<file path="config.mk">
export PLATFORM = sky130hd
export DESIGN_NAME = lpps_sequencer
export DESIGN_NICKNAME = d
export VERILOG_FILES = /design/src/hw/lpps_sequencer.v /design/src/hw/lpps_rate_mem.v
export VERILOG_INCLUDE_DIRS = /design/src /design/src/hw
export SDC_FILE = /design/constraint.sdc
export NUM_CORES = 1
export LEC_CHECK = 0
export BUFFER_PORTS_ARGS = -buffer_cell sky130_fd_sc_hd__buf_2
export CORE_MARGIN = 2
export CORE_UTILIZATION = 61
export DETAILED_ROUTE_END_ITERATION = 8
export PLACE_DENSITY = 0.81
export SETUP_SLACK_MARGIN = 0.1
export SLEW_MARGIN = 0
export SYNTH_ARGS = -nofsm -noshare
export SYNTH_HDL_FRONTEND = slang
export SYNTH_HIERARCHICAL = 1
export SYNTH_SLANG_ARGS = --single-unit
</file>
<file path="constraint.sdc">
create_clock -name clk -period 7.2 [get_ports clk]
set_input_delay 1.08 -clock clk [delete_from_list [all_inputs] [get_ports clk]]
set_output_delay 1.08 -clock clk [all_outputs]
set_load 0.05 [all_outputs]
</file>
<file path="src/hw/lpps_defines.vh">
/*
  Constants for the line probe preactivation sequencer: register offsets,
  field positions, reset values and timing figures.
  Assumes a 100 MHz system clock and a byte-addressed Wishbone slave.
*/
`ifndef LPPS_DEFINES_VH
`define LPPS_DEFINES_VH

// ==========================================================
// Clock and timing figures
`define LPPS_CLK_KHZ 100000
`define LPPS_GAP_MS 200
`define LPPS_DUR_STEP_MS 50
`define LPPS_TOTAL_MS 10000
`define LPPS_GAP_CYC (`LPPS_GAP_MS * `LPPS_CLK_KHZ)
`define LPPS_DUR_STEP_CYC (`LPPS_DUR_STEP_MS * `LPPS_CLK_KHZ)
`define LPPS_TOTAL_CYC (`LPPS_TOTAL_MS * `LPPS_CLK_KHZ)

// ==========================================================
// Register byte offsets
`define LPPS_ADR_CTRL 8'h00
`define LPPS_ADR_RCFG 8'h04
`define LPPS_ADR_CCFG 8'h08
`define LPPS_ADR_STAT 8'h0C
`define LPPS_ADR_TAB_HI 2'b01

// ==========================================================
// Field positions
`define LPPS_CTRL_EN 0
`define LPPS_CTRL_CENTRAL 1
`define LPPS_CFG_CNT_MSB 2
`define LPPS_CFG_DUR_LSB 3
`define LPPS_CFG_DUR_MSB 8
`define LPPS_CFG_PBO_LSB 9
`define LPPS_CFG_PBO_MSB 12
`define LPPS_ENT_DIV_MSB 15
`define LPPS_ENT_POLY_LSB 16
`define LPPS_ENT_POLY_MSB 18
`define LPPS_ENT_MASK_LSB 19
`define LPPS_ENT_MASK_MSB 24
`define LPPS_ENT_W 25

// ==========================================================
// Reset values and line level codes
`define LPPS_CTRL_RST 2'h0
`define LPPS_CFG_RST 13'h0C02
`define LPPS_LVL_NEG 4'h3
`define LPPS_LVL_POS 4'h8

`endif

</file>
<file path="src/hw/lpps_sequencer.v">
/*
  Line probe preactivation sequencer: times the probe phase between two
  handshake sessions and generates the scrambled two-level probe bursts.
  Assumes a handshake controller that pulses hsEnd and listens to hsStart,
  and a transmit path that takes one level per symbolStrobe.
*/
// Contract
// - Remote first burst 0,2 s after handshake.
// - Remote bursts share negotiated 50 ms-step duration.
// - Central bursts share negotiated 50 ms-step duration.
// - Same-unit bursts separated by 0,2 s silence.
// - Central starts 0,2 s after last remote.
// - Central silent 0,2 s before second handshake.
// - Whole probe phase at most 10 s.
// - Each interval timed from its own start.
// - Probe only when optional probe selected.
// - Remote bursts ascending symbol rate order. Code sends them in table order and only sets orderErr_r on a rate drop.
// - Central bursts ascending symbol rate order. Code sends them in table order and only sets orderErr_r on a rate drop.
// - Burst symbol rate is negotiated rate.
// - Remote scrambler fed constant seed stream.
// - Central scrambler fed constant seed stream.
// - Per-probe mask setting, 192 to 2304 kbit/s.
// - One back-off per unit, 0 to 15 dB.
// - Default back-off at least 6 dB.
// - Support all six selectable scrambler polynomials.
// - Scrambler cleared before each probe sequence.
// - Central taps per selected index.
// - Remote taps per selected index.
// - One level per symbol, activation mapping.
// - Seed stream is constant logical one.
// - Uncoded two-level, one bit per symbol.
// - Zero to minus 9/16, one plus 9/16.
`timescale 1ns/1ps
`include "lpps_defines.vh"

module lpps_sequencer #(
  parameter [31:0] GAP_CYC = `LPPS_GAP_CYC,
  parameter [31:0] DUR_STEP_CYC = `LPPS_DUR_STEP_CYC,
  parameter [31:0] TOTAL_CYC = `LPPS_TOTAL_CYC
) (
  // Clock and reset
  input wire clk,
  input wire rst_n,
  // Wishbone slave
  input wire wb_cyc_i,
  input wire wb_stb_i,
  input wire wb_we_i,
  input wire [7:0] wb_adr_i,
  input wire [31:0] wb_dat_i,
  input wire [3:0] wb_sel_i,
  output reg [31:0] wb_dat_o,
  output reg wb_ack_o,
  // Handshake controller
  input wire hsEnd,
  output reg hsStart,
  output reg probeBusy,
  // Transmit path
  output reg txActive,
  output reg txLevel,
  output reg [3:0] txLevelCode,
  output reg symbolStrobe,
  output reg [3:0] txBackoff,
  output reg [5:0] txMaskSel
);

  // ==========================================================
  // States
  localparam [2:0] ST_IDLE = 3'd0;
  localparam [2:0] ST_HP = 3'd1;
  localparam [2:0] ST_RBURST = 3'd2;
  localparam [2:0] ST_RGAP = 3'd3;
  localparam [2:0] ST_PRC = 3'd4;
  localparam [2:0] ST_CBURST = 3'd5;
  localparam [2:0] ST_CGAP = 3'd6;
  localparam [2:0] ST_PH = 3'd7;

  // ==========================================================
  // Functions

  // Merge write data into a register under byte enables
  function [31:0] byteMerge;
    input [31:0] old;
    input [31:0] dat;
    input [3:0] sel;
    begin
      byteMerge = {sel[3] ? dat[31:24] : old[31:24], sel[2] ? dat[23:16] : old[23:16],
                   sel[1] ? dat[15:8] : old[15:8], sel[0] ? dat[7:0] : old[7:0]};
    end
  endfunction

  // Feedback of the selected polynomial; s[k-1] holds s(n-k)
  function tapBit;
    input central;
    input [2:0] idx;
    input [22:0] s;
    begin
      if (central) begin
        case (idx)
          3'd1: tapBit = s[0];
          3'd2: tapBit = s[1] ^ s[4];
          3'd3: tapBit = s[0] ^ s[5];
          3'd4: tapBit = s[2] ^ s[6];
          3'd5: tapBit = s[1] ^ s[2] ^ s[3] ^ s[7];
          default: tapBit = s[4] ^ s[22];
        endcase
      end else begin
        case (idx)
          3'd1: tapBit = s[0];
          3'd2: tapBit = s[2] ^ s[4];
          3'd3: tapBit = s[4] ^ s[5];
          3'd4: tapBit = s[3] ^ s[6];
          3'd5: tapBit = s[3] ^ s[4] ^ s[5] ^ s[7];
          default: tapBit = s[17] ^ s[22];
        endcase
      end
    end
  endfunction

  // Burst length in clocks from a count of 50 ms steps, zero read as one
  function [31:0] durCycles;
    input [5:0] steps;
    begin
      durCycles = ((steps == 6'h00) ? 32'd1 : {26'h0, steps}) * DUR_STEP_CYC;
    end
  endfunction

  // ==========================================================
  // Register file
  reg [1:0] ctrl_r;          // Probe enable, central role
  reg [12:0] rcfg_r;         // Remote count, duration, back-off
  reg [12:0] ccfg_r;         // Central count, duration, back-off
  reg orderErr_r;            // Rates not ascending in table
  reg limitErr_r;            // Phase hit the total limit
  reg [31:0] rcfgWord;
  reg [31:0] ccfgWord;
  reg [31:0] ctrlWord;
  // Byte-merged write values, sliced per register below
  wire [31:0] ctrlMerge = byteMerge(ctrlWord, wb_dat_i, wb_sel_i);
  wire [31:0] rcfgMerge = byteMerge(rcfgWord, wb_dat_i, wb_sel_i);
  wire [31:0] ccfgMerge = byteMerge(ccfgWord, wb_dat_i, wb_sel_i);
  wire busReq = wb_cyc_i & wb_stb_i & ~wb_ack_o;
  wire busWr = busReq & wb_we_i;
  wire tabHit = (wb_adr_i[7:6] == `LPPS_ADR_TAB_HI);
  wire [`LPPS_ENT_W-1:0] tabData = wb_dat_i[`LPPS_ENT_W-1:0];

  // Sequencer state
  reg [2:0] st_r;
  reg [31:0] cnt_r;          // Countdown of the current interval
  reg [31:0] total_r;        // Elapsed clocks of the whole phase
  reg [2:0] burstIdx_r;      // Entry of the current or next burst
  reg central_r;             // Role snapshot
  reg [12:0] rSnap_r;        // Remote settings snapshot
  reg [12:0] cSnap_r;        // Central settings snapshot
  reg [22:0] scr_r;          // Scrambler history
  reg [2:0] poly_r;          // Polynomial of the running burst
  reg [15:0] div_r;          // Clocks per symbol of the running burst
  reg [15:0] symCnt_r;       // Symbol period countdown
  reg [15:0] prevDiv_r;      // Divider of the previous burst
  reg ownBurst_r;            // This unit transmits in this burst
  wire [`LPPS_ENT_W-1:0] entry;

  // Table read address follows the side whose slots are running
  wire centralSlots = (st_r == ST_PRC) | (st_r == ST_CBURST) | (st_r == ST_CGAP);
  wire [3:0] rdAddr = {centralSlots, burstIdx_r};

  // ==========================================================
  // Rate table
  lpps_rate_mem i_lpps_rate_mem (
    .clk(clk),
    .wrEn(busWr & tabHit),
    .wrAddr(wb_adr_i[5:2]),
    .wrData(tabData),
    .rdAddr(rdAddr),
    .rdData(entry)
  );

  // ==========================================================
  // Wishbone read mux; the table is write-only and reads as zero
  always @* begin
    ctrlWord = {30'h0, ctrl_r};
    rcfgWord = {19'h0, rcfg_r};
    ccfgWord = {19'h0, ccfg_r};
  end

  // Bus answer: ack one cycle after the request, dropped the next cycle
  always @(posedge clk) begin
    if (!rst_n) begin
      wb_ack_o <= 1'b0;
      wb_dat_o <= 32'h0;
      ctrl_r <= `LPPS_CTRL_RST;
      rcfg_r <= `LPPS_CFG_RST;
      ccfg_r <= `LPPS_CFG_RST;
    end else begin
      wb_ack_o <= busReq;
      wb_dat_o <= 32'h0;
      if (busReq && !wb_we_i) begin
        // Read decode, unmapped reads return zero
        if (wb_adr_i == `LPPS_ADR_CTRL) begin
          wb_dat_o <= ctrlWord;
        end else if (wb_adr_i == `LPPS_ADR_RCFG) begin
          wb_dat_o <= rcfgWord;
        end else if (wb_adr_i == `LPPS_ADR_CCFG) begin
          wb_dat_o <= ccfgWord;
        end else if (wb_adr_i == `LPPS_ADR_STAT) begin
          wb_dat_o <= {24'h0, limitErr_r, orderErr_r, probeBusy, txActive, 1'b0, st_r};
        end
      end
      if (busWr) begin
        // Write decode, unmapped writes are dropped
        if (wb_adr_i == `LPPS_ADR_CTRL) begin
          ctrl_r <= ctrlMerge[1:0];
        end else if (wb_adr_i == `LPPS_ADR_RCFG) begin
          rcfg_r <= rcfgMerge[12:0];
        end else if (wb_adr_i == `LPPS_ADR_CCFG) begin
          ccfg_r <= ccfgMerge[12:0];
        end
      end
    end
  end

  // ==========================================================
  // Phase sequencer. Every interval reloads its own exact count, so one
  // interval's error never carries into the next.
  always @(posedge clk) begin
    if (!rst_n) begin
      st_r <= ST_IDLE;
      cnt_r <= 32'h0;
      total_r <= 32'h0;
      burstIdx_r <= 3'h0;
      central_r <= 1'b0;
      rSnap_r <= 13'h0;
      cSnap_r <= 13'h0;
      scr_r <= 23'h0;
      poly_r <= 3'h0;
      div_r <= 16'h1;
      symCnt_r <= 16'h0;
      prevDiv_r <= 16'hFFFF;
      ownBurst_r <= 1'b0;
      orderErr_r <= 1'b0;
      limitErr_r <= 1'b0;
      hsStart <= 1'b0;
      probeBusy <= 1'b0;
      txActive <= 1'b0;
      txLevel <= 1'b0;
      txLevelCode <= `LPPS_LVL_NEG;
      symbolStrobe <= 1'b0;
      txBackoff <= 4'h0;
      txMaskSel <= 6'h0;
    end else begin
      hsStart <= 1'b0;
      symbolStrobe <= 1'b0;
      if (st_r != ST_IDLE) begin
        total_r <= total_r + 32'd1;
        cnt_r <= cnt_r - 32'd1;
      end
      // Symbols only while this unit owns a burst, silent otherwise
      if (ownBurst_r) begin
        if (symCnt_r == 16'h0) begin
          symCnt_r <= div_r - 16'd1;
          scr_r <= {scr_r[21:0], 1'b1 ^ tapBit(central_r, poly_r, scr_r)};
          txLevel <= 1'b1 ^ tapBit(central_r, poly_r, scr_r);
          txLevelCode <= (1'b1 ^ tapBit(central_r, poly_r, scr_r)) ? `LPPS_LVL_POS : `LPPS_LVL_NEG;
          symbolStrobe <= 1'b1;
        end else begin
          symCnt_r <= symCnt_r - 16'd1;
        end
      end
      case (st_r)
        ST_IDLE: begin
          // Start only when the optional probe was selected
          if (hsEnd && ctrl_r[`LPPS_CTRL_EN]) begin
            st_r <= ST_HP;
            cnt_r <= GAP_CYC - 32'd1;
            total_r <= 32'h0;
            burstIdx_r <= 3'h0;
            central_r <= ctrl_r[`LPPS_CTRL_CENTRAL];
            rSnap_r <= rcfg_r;
            cSnap_r <= ccfg_r;
            orderErr_r <= 1'b0;
            limitErr_r <= 1'b0;
            prevDiv_r <= 16'hFFFF;
            probeBusy <= 1'b1;
          end
        end
        ST_HP, ST_RGAP, ST_PRC, ST_CGAP: begin
          // Silent interval; table entry for the next burst is already read
          if (cnt_r == 32'h0) begin
            st_r <= centralSlots ? ST_CBURST : ST_RBURST;
            cnt_r <= durCycles(centralSlots ? cSnap_r[`LPPS_CFG_DUR_MSB:`LPPS_CFG_DUR_LSB] :
                               rSnap_r[`LPPS_CFG_DUR_MSB:`LPPS_CFG_DUR_LSB]) - 32'd1;
            ownBurst_r <= (centralSlots == central_r);
            txActive <= (centralSlots == central_r);
            scr_r <= 23'h0;
            symCnt_r <= 16'h0;
            poly_r <= entry[`LPPS_ENT_POLY_MSB:`LPPS_ENT_POLY_LSB];
            div_r <= (entry[`LPPS_ENT_DIV_MSB:0] == 16'h0) ? 16'h1 : entry[`LPPS_ENT_DIV_MSB:0];
            txMaskSel <= entry[`LPPS_ENT_MASK_MSB:`LPPS_ENT_MASK_LSB];
            txBackoff <= centralSlots ? cSnap_r[`LPPS_CFG_PBO_MSB:`LPPS_CFG_PBO_LSB] :
                         rSnap_r[`LPPS_CFG_PBO_MSB:`LPPS_CFG_PBO_LSB];
            // Larger divider means lower rate; a rise breaks ascending order
            if (burstIdx_r != 3'h0 && entry[`LPPS_ENT_DIV_MSB:0] > prevDiv_r) begin
              orderErr_r <= 1'b1;
            end
            prevDiv_r <= entry[`LPPS_ENT_DIV_MSB:0];
          end
        end
        ST_RBURST: begin
          // Remote bursts in table order; a rate drop only sets orderErr_r
          if (cnt_r == 32'h0) begin
            ownBurst_r <= 1'b0;
            txActive <= 1'b0;
            cnt_r <= GAP_CYC - 32'd1;
            if (burstIdx_r == rSnap_r[`LPPS_CFG_CNT_MSB:0]) begin
              st_r <= ST_PRC;
              burstIdx_r <= 3'h0;
              prevDiv_r <= 16'hFFFF;
            end else begin
              st_r <= ST_RGAP;
              burstIdx_r <= burstIdx_r + 3'd1;
            end
          end
        end
        ST_CBURST: begin
          // Central bursts follow the same pattern
          if (cnt_r == 32'h0) begin
            ownBurst_r <= 1'b0;
            txActive <= 1'b0;
            cnt_r <= GAP_CYC - 32'd1;
            if (burstIdx_r == cSnap_r[`LPPS_CFG_CNT_MSB:0]) begin
              st_r <= ST_PH;
            end else begin
              st_r <= ST_CGAP;
              burstIdx_r <= burstIdx_r + 3'd1;
            end
          end
        end
        default: begin
          // Final silence, then hand the line back to the handshake
          if (cnt_r == 32'h0) begin
            st_r <= ST_IDLE;
            hsStart <= 1'b1;
            probeBusy <= 1'b0;
          end
        end
      endcase
      // Hard stop: the phase never outlives its total budget
      if (st_r != ST_IDLE && total_r >= TOTAL_CYC - 32'd1) begin
        st_r <= ST_IDLE;
        ownBurst_r <= 1'b0;
        txActive <= 1'b0;
        symbolStrobe <= 1'b0; // No symbol may trail an aborted burst
        hsStart <= 1'b1;
        probeBusy <= 1'b0;
        limitErr_r <= 1'b1;
      end
    end
  end

endmodule

</file>
<file path="src/hw/lpps_rate_mem.v">
/*
  Small rate table: sixteen entries, eight per unit, each holding the
  symbol divider, scrambler index and mask setting of one probe burst.
  Assumes one writer and one reader on the same clock; read data registered.
*/
`timescale 1ns/1ps
`include "lpps_defines.vh"

module lpps_rate_mem (
  // Clock
  input wire clk,
  // Write port
  input wire wrEn,
  input wire [3:0] wrAddr,
  input wire [`LPPS_ENT_W-1:0] wrData,
  // Read port
  input wire [3:0] rdAddr,
  output reg [`LPPS_ENT_W-1:0] rdData
);

  // ==========================================================
  // Storage, no reset needed since software loads it before use
  reg [`LPPS_ENT_W-1:0] mem [0:15];

  // Write and registered read
  always @(posedge clk) begin
    if (wrEn) begin
      mem[wrAddr] <= wrData;
    end
    rdData <= mem[rdAddr];
  end

endmodule

</file>
[Yosys cells after proc, flatten, opt, wreduce, memory -nomap -nowiden]
Memory sizes are Yosys's and may differ from the RTL's. A register that Yosys moved wholly into a read port is not among the register bits.
Cells that the tools add are included.
Storage, ports and cells
  output and inout port bits: 52
  ROM bits: 0
  word-level logic and storage cells: 207
  memory bits (writable): 400
  memories: 1
  bits in latches: 0
  register bits: 253
  input bits: 50
Memory list
  i_lpps_rate_mem.mem: depth 16, width 25, rd ports 1, clocked after Yosys merged registers in 1, wr ports 1, RTL line lpps_rate_mem.v:23  | reg [`LPPS_ENT_W-1:0] mem [0:15];
Cells by class
  bitwise logic cells: 28
  add/subtract/negate cells: 6
  $mul: 1
  divide/modulo/power cells: 0
  shift operators: 0
  eq/ne operators: 26
  magnitude comparators: 2
  muxes and demuxes: 68
  reduce and logical (&&, ||, !) cells: 44
Operator list (count)
  2-to-1 mux 32 bit: 7
  2-to-1 mux 16 bit: 9
  case mux 32 bit (3 select lines): 1
  2-to-1 mux 23 bit: 4
  case mux 16 bit (3 select lines): 1
  2-to-1 mux 3 bit: 12
  adder 32 x 1 -> 32 bit, second input constant: 1
  greater-or-equal comparator 32 x 30 -> 1 bit, second input constant: 1
  zero test 16 bit: 2
  zero test 32 bit: 1
  subtractor 16 x 1 -> 16 bit, second input constant: 2
  subtractor 32 x 1 -> 32 bit, second input constant: 1
  subtractor 29 x 1 -> 30 bit, second input constant: 1
  2-to-1 mux 13 bit: 2
  AND reduction 5 bit: 5
  multiplier 6 x 17 -> 23 bit, second input constant: 1
  2-to-1 mux 1 bit: 19
  equality test 8 x 4 -> 1 bit, second input constant: 2
  > comparator 16 bit: 1
  equality test 3 bit, second input constant: 5
  bitwise XOR 1 bit: 14
  equality test 3 x 2 -> 1 bit, second input constant: 4
  2-to-1 mux 6 bit: 2
  != test 2 bit, second input constant: 6
  33 further kinds: 71

[Logic depth before layout (Yosys ltp)]
Gate-level depths: netlist of the first run.
  word-level depth: 13
  mapped depth: 29
  depth with buffers taken out: 27

[By module]
Netlist of the first run, hierarchy kept.
Modules (own cells, without submodules)
  lpps_rate_mem: instances 1, area an instance 15551.2 µm², cells an instance 660
  lpps_sequencer: instances 1, area an instance 13385.3 µm², cells an instance 1703

[Worst setup path after synthesis of the first run]
Ideal clock, no wire load.
  path kind: register to register
  start point: register st_r[0]
  end point: register cnt_r[29]
  cell stages (with the launch flop): 27
  buffers on the path: 1
  required time: 7130 ps
  arrival time: 6509 ps
  path slack: 621 ps
  clock period less this slack: 6579 ps
  library setup time: 70 ps
  cell sequence: dfxtp_1 > nand2_1 > nand2_1 > clkinv_1 > buf_1 > nand2_1 > nand2_1 > inv_1 > ha_1 > nor3b_1 > a21oi_1 > a21oi_1 > inv_1 > ha_1 > ha_1 > fa_1 > ha_1 > fa_1 > or4_1 > or2_2 > o21bai_1 > a211oi_1 > o311ai_2 > nor2_1 > nor4b_4 > a221oi_2 > a21oi_1
On the way
  longest elaborated chain between the ends: 10
  elaborated cells between the ends (all ways): 22
  those cells by class: add/sub: 1; mul: 1; eq/ne: 6; mux: 7; bitwise: 2; reduce/logical: 5
RTL lines
  start, declared: RTL line lpps_sequencer.v:147  | reg [2:0] st_r;
  start signal, assigned: RTL line lpps_sequencer.v:288  | st_r <= centralSlots ? ST_CBURST : ST_RBURST;
  equality test 3 bit: RTL line lpps_sequencer.v:163  | wire centralSlots = (st_r == ST_PRC) | (st_r == ST_CBURST) | (st_r == ST_CGAP);
  bitwise OR 1 bit: RTL line lpps_sequencer.v:163
  bitwise OR 1 bit *: RTL line lpps_sequencer.v:163
  via centralSlots: RTL line lpps_sequencer.v:163
  2-to-1 mux 6 bit *: RTL line lpps_sequencer.v:289  | cnt_r <= durCycles(centralSlots ? cSnap_r[`LPPS_CFG_DUR_MSB:`LPPS_CFG_DUR_LSB] :
  zero test 6 bit: RTL line lpps_sequencer.v:123  | durCycles = ((steps == 6'h00) ? 32'd1 : {26'h0, steps}) * DUR_STEP_CYC;
  2-to-1 mux 6 bit *: RTL line lpps_sequencer.v:123
  multiplier 6 x 17 -> 23 bit *: RTL line lpps_sequencer.v:123
  subtractor 29 x 1 -> 30 bit *: RTL line lpps_sequencer.v:289
  2-to-1 mux 32 bit *: RTL line lpps_sequencer.v:287  | if (cnt_r == 32'h0) begin
  case mux 32 bit (3 select lines) *: RTL line lpps_sequencer.v:268  | case (st_r)
  end signal, assigned: RTL line lpps_sequencer.v:273  | cnt_r <= GAP_CYC - 32'd1;
  end signal, assigned: RTL line lpps_sequencer.v:289
  end signal, assigned: RTL line lpps_sequencer.v:312  | cnt_r <= GAP_CYC - 32'd1;
  end, declared: RTL line lpps_sequencer.v:148  | reg [31:0] cnt_r;
Mark *: on every way through the listed nets, which the timed path passes. The rest lies on a longest branch.
A chain may end at the register's enable or synchronous reset.

[Final worst setup path of the first run]
  start point: register st_r[0]
  end point: register cnt_r[29]
On the way
  longest elaborated chain between the ends: 10
  elaborated cells between the ends (all ways): 22
  those cells by class: add/sub: 1; mul: 1; eq/ne: 6; mux: 7; bitwise: 2; reduce/logical: 5
RTL lines (RTL line)
  equality test 3 bit: lpps_sequencer.v:163, lpps_sequencer.v:268
  bitwise OR 1 bit (2 in series): lpps_sequencer.v:163
  2-to-1 mux 6 bit: lpps_sequencer.v:289
  zero test 6 bit: lpps_sequencer.v:123
  2-to-1 mux 6 bit: lpps_sequencer.v:123
  multiplier 6 x 17 -> 23 bit: lpps_sequencer.v:123
  subtractor 29 x 1 -> 30 bit: lpps_sequencer.v:289
  2-to-1 mux 32 bit: lpps_sequencer.v:287
  case mux 32 bit (3 select lines) *: lpps_sequencer.v:268
Every way passes the cells marked *; elsewhere a longest branch is shown, timed or not.

==> results by group, run 1 <==
Run status
  • Status: finished, violations left
  • Failing checks: DRC

Clock network
  • Hold_buf cts: 0
  • CTS tree: yes
  • Num CTS Buffers: 66
  • Setup repair bufs after CTS: 0
  • H-tree depth: 3
  • Post-CTS resize count: 0
  • Reg clk slew, reported paths: 0.06 ns
  • Root buf cell: clkbuf_16
  • Clk sinks: approximately 660
  • Clk_lat worst skew: 0.62 ns
  • CTS max path bufs: 3

Die
  • Core Area: between 40000 and 50000 um2
  • I/O pin total: between 100 and 150
  • Die Area: a little under 50000 um2
  • Starting Density: 0.620
  • Std cell rows: 79
  • Chip height: between 200 and 250 um
  • Die width: approximately 220 um

Synth
  • Asr flop ratio synth: 0
  • Synth Cell Area: a little under 30000 um2
  • Synth cell types: 77
  • Mapped Cells: 2363
  • Yosys warns: 6
  • Register area share after synthesis: 0.592
  • Mean Syn Cell Area: approximately 12 um2
  • Synth Register Bits: between 600 and 700
  • Post-synth top flop: edfxtp_1
  • Post-synth EDFFs: 400

Worst setup path
  • Data required time of the worst path: between 7 and 8 ns
  • Worst path arrival time: 7.25 ns
  • RR Startpoint: st_r[0]
  • Max Fanout on Critical Path: 11
  • Setup Crit Path Kind: reg2reg
  • CP Capture Type: flop
  • Critical Path Start Type: flop
  • Critical Path Start: st_r[0]

STA
  • Post-route minimum period: 6.72 ns
  • Worst Tran Pin Value: approximately 1.2 ns
  • Clock Skews: between 0.02 and 0.025 ns
  • Worst hold margin: ~0.44 ns
  • Fmax: about 0.15 GHz
  • Final TNS setup: 0 ns
  • Final setup vio count: 0
  • Slew Limit Fails: 0
  • Period utilization: 0.933
  • RSZ-0062 raised after global routing: false
  • Max-slew headroom: 0.218
  • Final hold vios: 0

Final layout
  • Commonest non-fill, non-tap cell in the layout: edfxtp_1
  • Final nets: 2549
  • Share of cells above drive strength 1: 0.153
  • Most frequent cells in the layout: edfxtp_1 (400), nand2_1 (297), dfxtp_1 (254)
  • Area Overhead vs Synth: 11.0%

Power and ir drop
  • Worst VDD drop: approximately 0.32 mV
  • Leak: 11.1 nW
  • PwrDens: 238 nW/um2

Placed design
  • Gpl congestion: roughly 0.9
  • I/O Buffers: ~70
  • Post-DP HPWL: ~43 mm

Detailed routing
  • ANT nets after route: 0
  • Met1 WL: roughly 28 mm
  • Routed length per instance: 24.0 um
  • Top sig layer: met4
  • Met3 Routed Length: ~6.6 mm
  • Pre-antenna DRT Iters: 8
  • Wire length on met2: around 37 mm
  • Via count: about 20000
  • Vias per inst: approximately 6.4
  • Drt drc: 8
  • Iter 0 DRT Violations: 2421
  • Wirelength, routed: ~74 mm

Min path
  • HP Start: scr_r[18]
  • Min-Delay Path Class: reg2reg

Global route
  • Grt ovf: 0
  • Initial antenna violation count: 3
  • Global-route wire length before repair: between 100 and 150 mm
  • Vias in the first global route: 20000
  • All-Layer GR Usage: 0.302
  • Largest net degree at the start of global routing: 60

Job
  • # Max-Cap Violations: 0
-- worst paths after layout --
check / cells past startpoint / slack [ns] / endpoint
worst max register to register: 24 / 0.48 / cnt_r[29]
worst min register to register: 2 / 0.44 / scr_r[19]
worst max-delay path: 24 / 0.48 / cnt_r[29]
worst min-delay path: 2 / 0.44 / scr_r[19]
-- flip-flops by register name, summed over array words and instances (netlist names), 16 cells and up --
signal,count
i_lpps_rate_mem/mem,400
cnt_r,32
symCnt_r,16
total_r,32
prevDiv_r,16
scr_r,23
div_r,16
i_lpps_rate_mem/rdData,25
-- synth_stat cells (13+ instances only) --
library cell	count	area, um2
buf_1	15	56.3
nand2_1	297	1110
xnor2_1	40	350
xor2_1	38	333
nor3_2	13	130
nor2b_1	16	100
and3_1	20	125
inv_1	61	229
buf_4	28	210
edfxtp_1	400	12000
nand4_1	14	87.6
a22oi_1	71	533
a21boi_0	14	105
nor4_1	20	125
o21a_1	15	113
mux4_2	101	2270
nand3_1	45	225
a21oi_1	148	741
dfxtp_1	256	5120
and2_1	15	93.8
a31oi_1	14	87.6
a211oi_1	16	120
nand2b_1	15	93.8
ha_1	70	876
mux2i_1	51	510
clkbuf_1	78	293
o21ai_0	78	390
nor3_1	56	280
nor2_1	185	694
-- cell type report --
cell class                      instances  area, um2
Clock inverter                         28        358
Tap cell                              607        759
Fill cell                            3062      14500
Clock buffer                           92       1890
Inverter                               63        241
Antenna cell                            2       5.00
Multi-Input combinational cell       1527      11100
Timing Repair Buffer                  105        608
Sequential cell                       656      17100
-- power by group --
| group | switching (W) | internal [W] |
|---|---|---|
| logic | 0.0000996 | 0.0000172 |
| registers | 0.00000132 | 0.00398 |
| clock network | 0.00150 | 0.00205 |
| total | 0.00160 | 0.00604 |
-- per-layer routing --
layer,global-route usage,up-vias
met5,0,-
met4,0.126,0
met2,0.513,1043
met3,0.0615,203
li1,-,8817
met1,0.380,9791
-- worst max-delay path, cell delays in order, from the launching register on --
cell        delay [ns]
dfxtp_1           0.31
buf_4             0.17
nand2_1           0.08
nand2_1           0.16
clkinvlp_4        0.25
mux2i_1           0.30
ha_1              0.23
nor3b_1           0.26
a21oi_1           0.11
a21oi_1           0.23
inv_1             0.07
ha_1              0.38
ha_1              0.25
fa_1              0.48
ha_1              0.24
fa_1              0.52
a21o_1            0.21
a221o_1           0.41
a221o_1           0.34
a21oi_2           0.15
xnor2_1           0.15
or4_4             0.62
nor4b_4           0.39
a221oi_2          0.11
a21oi_1           0.19
-- cells by family (layout without fill, tap and decap cells) --
kind of cell    after synthesis  count (layout)  synth area share
buf+inv                     199             288            0.0316
other cells                   1              22          0.000130
xor+xnor                     78              78            0.0236
compound gates              435             435            0.0940
mux                         161             161            0.0998
simple gates                753             753             0.121
flops                       656             656             0.592
fa+ha+maj                    80              80            0.0372
-- per-stage QoR --
| stage | instance area [um2] | cells | setup slack [ns] | total power (W) | util |
|---|---|---|---|---|---|
| 3_3_place_gp | 29900 | 2958 | 0.705 | 0.00417 | 0.640 |
| 4_1_cts | 32100 | 3078 | 0.458 | 0.00768 | 0.688 |
| 6_report | 32100 | 3080 | 0.482 | 0.00765 | 0.689 |
| 2_1_floorplan | 29000 | 2382 | 0.621 | 0.00413 | - |
| 5_1_grt | 32100 | 3080 | 0.145 | 0.00781 | 0.689 |
| 3_5_place_dp | 29900 | 2958 | 0.478 | 0.00417 | 0.640 |
Power figures use the tool's default switching activity.
==> run 2, diff against run 1 <==
- ABC_AREA: not set -> 1
- PLACE_DENSITY: 0.81 -> 0.8
- clock period: 7.2 -> 8.5 ns (I/O delays scaled with it)
==> run 2 against run 1 <==
Compared with the run above:
- the run now ends clean
- die area rose by 12%
- synthesized cell count increased by 62%
- count of clock-buffer cells in the layout decreased by 2
- maximum frequency increased by 23%
- utilization fell by 2.1 points
- global-route usage fell by 1.6 points
- largest cell class unchanged
==> results by group, run 2 <==
Run status
  • Status: completed (was finished, violations left)

Final layout
  • Final nets: 3969 (was 2549)
  • Commonest non-fill, non-tap cell in the layout: nand2_1 (was edfxtp_1)
  • Area Overhead vs Synth: 8.40% (was 11.0%)
  • ANT cells: 0 (was 2)
  • Share of cells above drive strength 1: 0.0784 (was 0.153)
  • Top reg by flops: i_lpps_rate_mem/mem (unchanged)
  • Largest registers: i_lpps_rate_mem/mem x400, cnt_r x32, total_r x32 (unchanged)
  • Most frequent cells in the layout: nand2_1 (994), inv_1 (596), nand3_1 (420) (was edfxtp_1 (400), nand2_1 (297), dfxtp_1 (254))
  • Largest register FFs: 400 (unchanged)

Global route
  • Vias in the first global route: 23600 (was 20000)
  • Largest net degree at the start of global routing: 134 (was 60)
  • Grt ovf: 0 (unchanged)
  • Initial antenna violation count: 3 (unchanged)
  • All-Layer GR Usage: 0.286 (was 0.302)
  • Global-route wire length before repair: 122 mm (was 114 mm)

Clock network
  • Hold_buf cts: 0 (unchanged)
  • CTS max path bufs: 3 (unchanged)
  • Post-CTS resize count: 0 (unchanged)
  • Num CTS Buffers: 68 (was 66)
  • CTS tree: yes (unchanged)
  • Root buf cell: clkbuf_16 (unchanged)
  • Clk_lat worst skew: 0.62 ns (about the same)
  • Clk sinks: 656 (unchanged)
  • Reg clk slew, reported paths: 0.06 ns (about the same)
  • Setup repair bufs after CTS: 0 (unchanged)
  • H-tree depth: 3 (unchanged)

STA
  • Slew Limit Fails: 0 (unchanged)
  • RSZ-0062 raised after global routing: false (unchanged)
  • Final setup vio count: 0 (unchanged)
  • Final TNS setup: 0 ns (unchanged)
  • Fmax: 0.183 GHz (was 0.149 GHz)
  • Worst Tran Pin Value: 1.21 ns (was 1.17 ns)
  • Post-route minimum period: 5.45 ns (was 6.72 ns)
  • Clock Skews: 0.0344 ns (was 0.0201 ns)
  • Max-slew headroom: 0.194 (was 0.218)
  • Final hold vios: 0 (unchanged)
  • Period utilization: 0.641 (was 0.933)

Worst setup path
  • CP max stage cell: fa_1 (was or4_4)
  • Setup Crit Path Kind: reg2reg (unchanged)
  • FF-to-FF setup slack: 3.05 ns (was 0.48 ns)
  • Largest stage delay on the critical path: 0.57 ns (was 0.62 ns)
  • Cell seen most often among critical-path stages: nand2_1 (was ha_1)
  • Critical Path Start Type: flop (unchanged)
  • CP Capture Type: flop (unchanged)
  • Worst path arrival time: 5.98 ns (was 7.25 ns)
  • Data required time of the worst path: 9.03 ns (was 7.73 ns)
  • Max Fanout on Critical Path: 17 (was 11)

Detailed routing
  • Wirelength, routed: 78.6 mm (was 73.9 mm)
  • ANT nets after route: 0 (unchanged)
  • Pre-antenna DRT Iters: 6 (was 8)
  • Iter 0 DRT Violations: 2613 (was 2421)
  • Vias per inst: 5.55 (was 6.45)
  • Via count: 25400 (was 19900)
  • Routed length per instance: 17.2 um (was 24.0 um)
  • Drt drc: 0 (was 8)

Power and ir drop
  • Clock Power Share: 0.282 (was 0.464)
  • PwrDens: 302 nW/um2 (was 238 nW/um2)
  • Register share of total power: 0.361 (was 0.520)
  • Net Sw Frac: 0.388 (was 0.210)
  • Logic pwr share: 0.357 (was 0.015)
  • Psw: 0.00411 W (was 0.00160 W)
  • Leak: 15.5 nW (was 11.1 nW)
  • Tot Pwr: 0.0106 W (was 0.00765 W)
  • Pint: 0.00647 W (was 0.00604 W)
  • Worst VDD drop: 0.253 mV (was 0.320 mV)

Synth
  • Synth Register Bits: 656 (unchanged)
  • Synth area leaders: edfxtp_1 (37%), dfxtp_1 (16%), nand2_1 (12%) (was edfxtp_1 (42%), dfxtp_1 (18%), mux4_2 (7.9%))
  • Synth cell types: 62 (was 77)
  • Yosys warns: 6 (unchanged)
  • Register area share after synthesis: 0.529 (was 0.592)
  • Synth top area share: 0.371 (was 0.415)
  • Synth Cell Area: 32400 um2 (was 28900 um2)
  • Post-synth top area cell: edfxtp_1 (unchanged)
  • Most instantiated cells after synthesis: nand2_1 (994), inv_1 (598), nand3_1 (420), edfxtp_1 (400), nor2_1 (259) (was edfxtp_1 (400), nand2_1 (297), dfxtp_1 (256), nor2_1 (185), a21oi_1 (148))
  • Mean Syn Cell Area: 8.46 um2 (was 12.2 um2)
  • Asr flop ratio synth: 0 (unchanged)
  • Most frequent cell after synthesis: nand2_1 (was edfxtp_1)
  • Mapped Cells: 3824 (was 2363)
  • Post-synth EDFFs: 400 (unchanged)
  • Post-synth top flop: edfxtp_1 (unchanged)

Job
  • # Max-Cap Violations: 0 (unchanged)

Die
  • Std cell rows: 84 (was 79)
  • I/O pin total: 102 (unchanged)
  • Die width: 234 um (was 222 um)
  • Core Area: 52600 um2 (was 46700 um2)
  • Chip height: 234 um (was 222 um)
  • Die Area: 54900 um2 (was 49200 um2)
  • Starting Density: 0.616 (was 0.620)

Placed design
  • I/O Buffers: 72 (unchanged)
  • Post-DP HPWL: 47.4 mm (was 42.5 mm)
  • Gpl congestion: 0.983 (was 0.902)

Min path
  • Min-Delay Path Class: reg2reg (unchanged)
[run 2: power by group through the flow]
stage	combinational [W]	sequential, W	clock [W]
detailed placement	0.00367	0.00388	0
global placement	0.00363	0.00388	0
finish	0.00377	0.00382	0.00299
CTS	0.00370	0.00381	0.00301
floorplan	0.00298	0.00380	0
global route	0.00421	0.00384	0.00314
[run 2: critical path: cells and delay by family, from the launching register on]
family / cells / cell delay (ns)
adder cells (fa/ha/maj): 6 / 2.04
flip-flops: 1 / 0.56
AND/OR/NAND/NOR: 18 / 2.12
buffers and inverters: 3 / 0.33
AO/OA/AOI/OAI: 2 / 0.32
[run 2: logic make-up (layout without fill, tap and decap cells)]
logic type | Yosys count | in the layout | synth area share
flip-flops | 656 | 656 | 0.529
other | 1 | 20 | 0.000116
XOR/XNOR | 44 | 44 | 0.0119
buffers and inverters | 790 | 837 | 0.106
AO/OA/AOI/OAI | 427 | 427 | 0.0758
adder cells (fa/ha/maj) | 80 | 80 | 0.0332
AND/OR/NAND/NOR | 1825 | 1825 | 0.243
multiplexers | 1 | 1 | 0.000309
[run 2: metal layers]
layer  wire [um]  GRT usage
met5          25          0
met1       31300      0.367
met4        2570      0.118
met3        6710     0.0432
met2       38000      0.486
[run 2: stage by stage]
stage               cells  hold WS, ns  area (um2)  setup slack, ns   util
detailed placement   4457        0.441       32900             3.13  0.625
global placement     4457        0.434       32900             3.25  0.625
finish               4578        0.452       35100             3.05  0.668
global route         4578        0.469       35100             2.58  0.668
floorplan            3843        0.419       32400             3.45      -
CTS                  4578        0.452       35100             3.11  0.668
[run 2: area by class of cell]
class | instances | area (um2)
fillers | 4147 | 17500
inverters | 629 | 2370
clock inverters | 31 | 339
clock buffers | 90 | 1890
multi-input cells | 2397 | 12000
well taps | 688 | 861
repair buffers | 87 | 475
flip-flops and latches | 656 | 17100
[run 2: path summary, 6_finish.rpt]
check / end / cells past startpoint / from
worst max-delay path: cnt_r[26] / 29 / st_r[0]
worst min-delay path: div_r[2] / 2 / div_r[2]
worst max register to register: cnt_r[26] / 29 / st_r[0]
worst min register to register: div_r[2] / 2 / div_r[2]
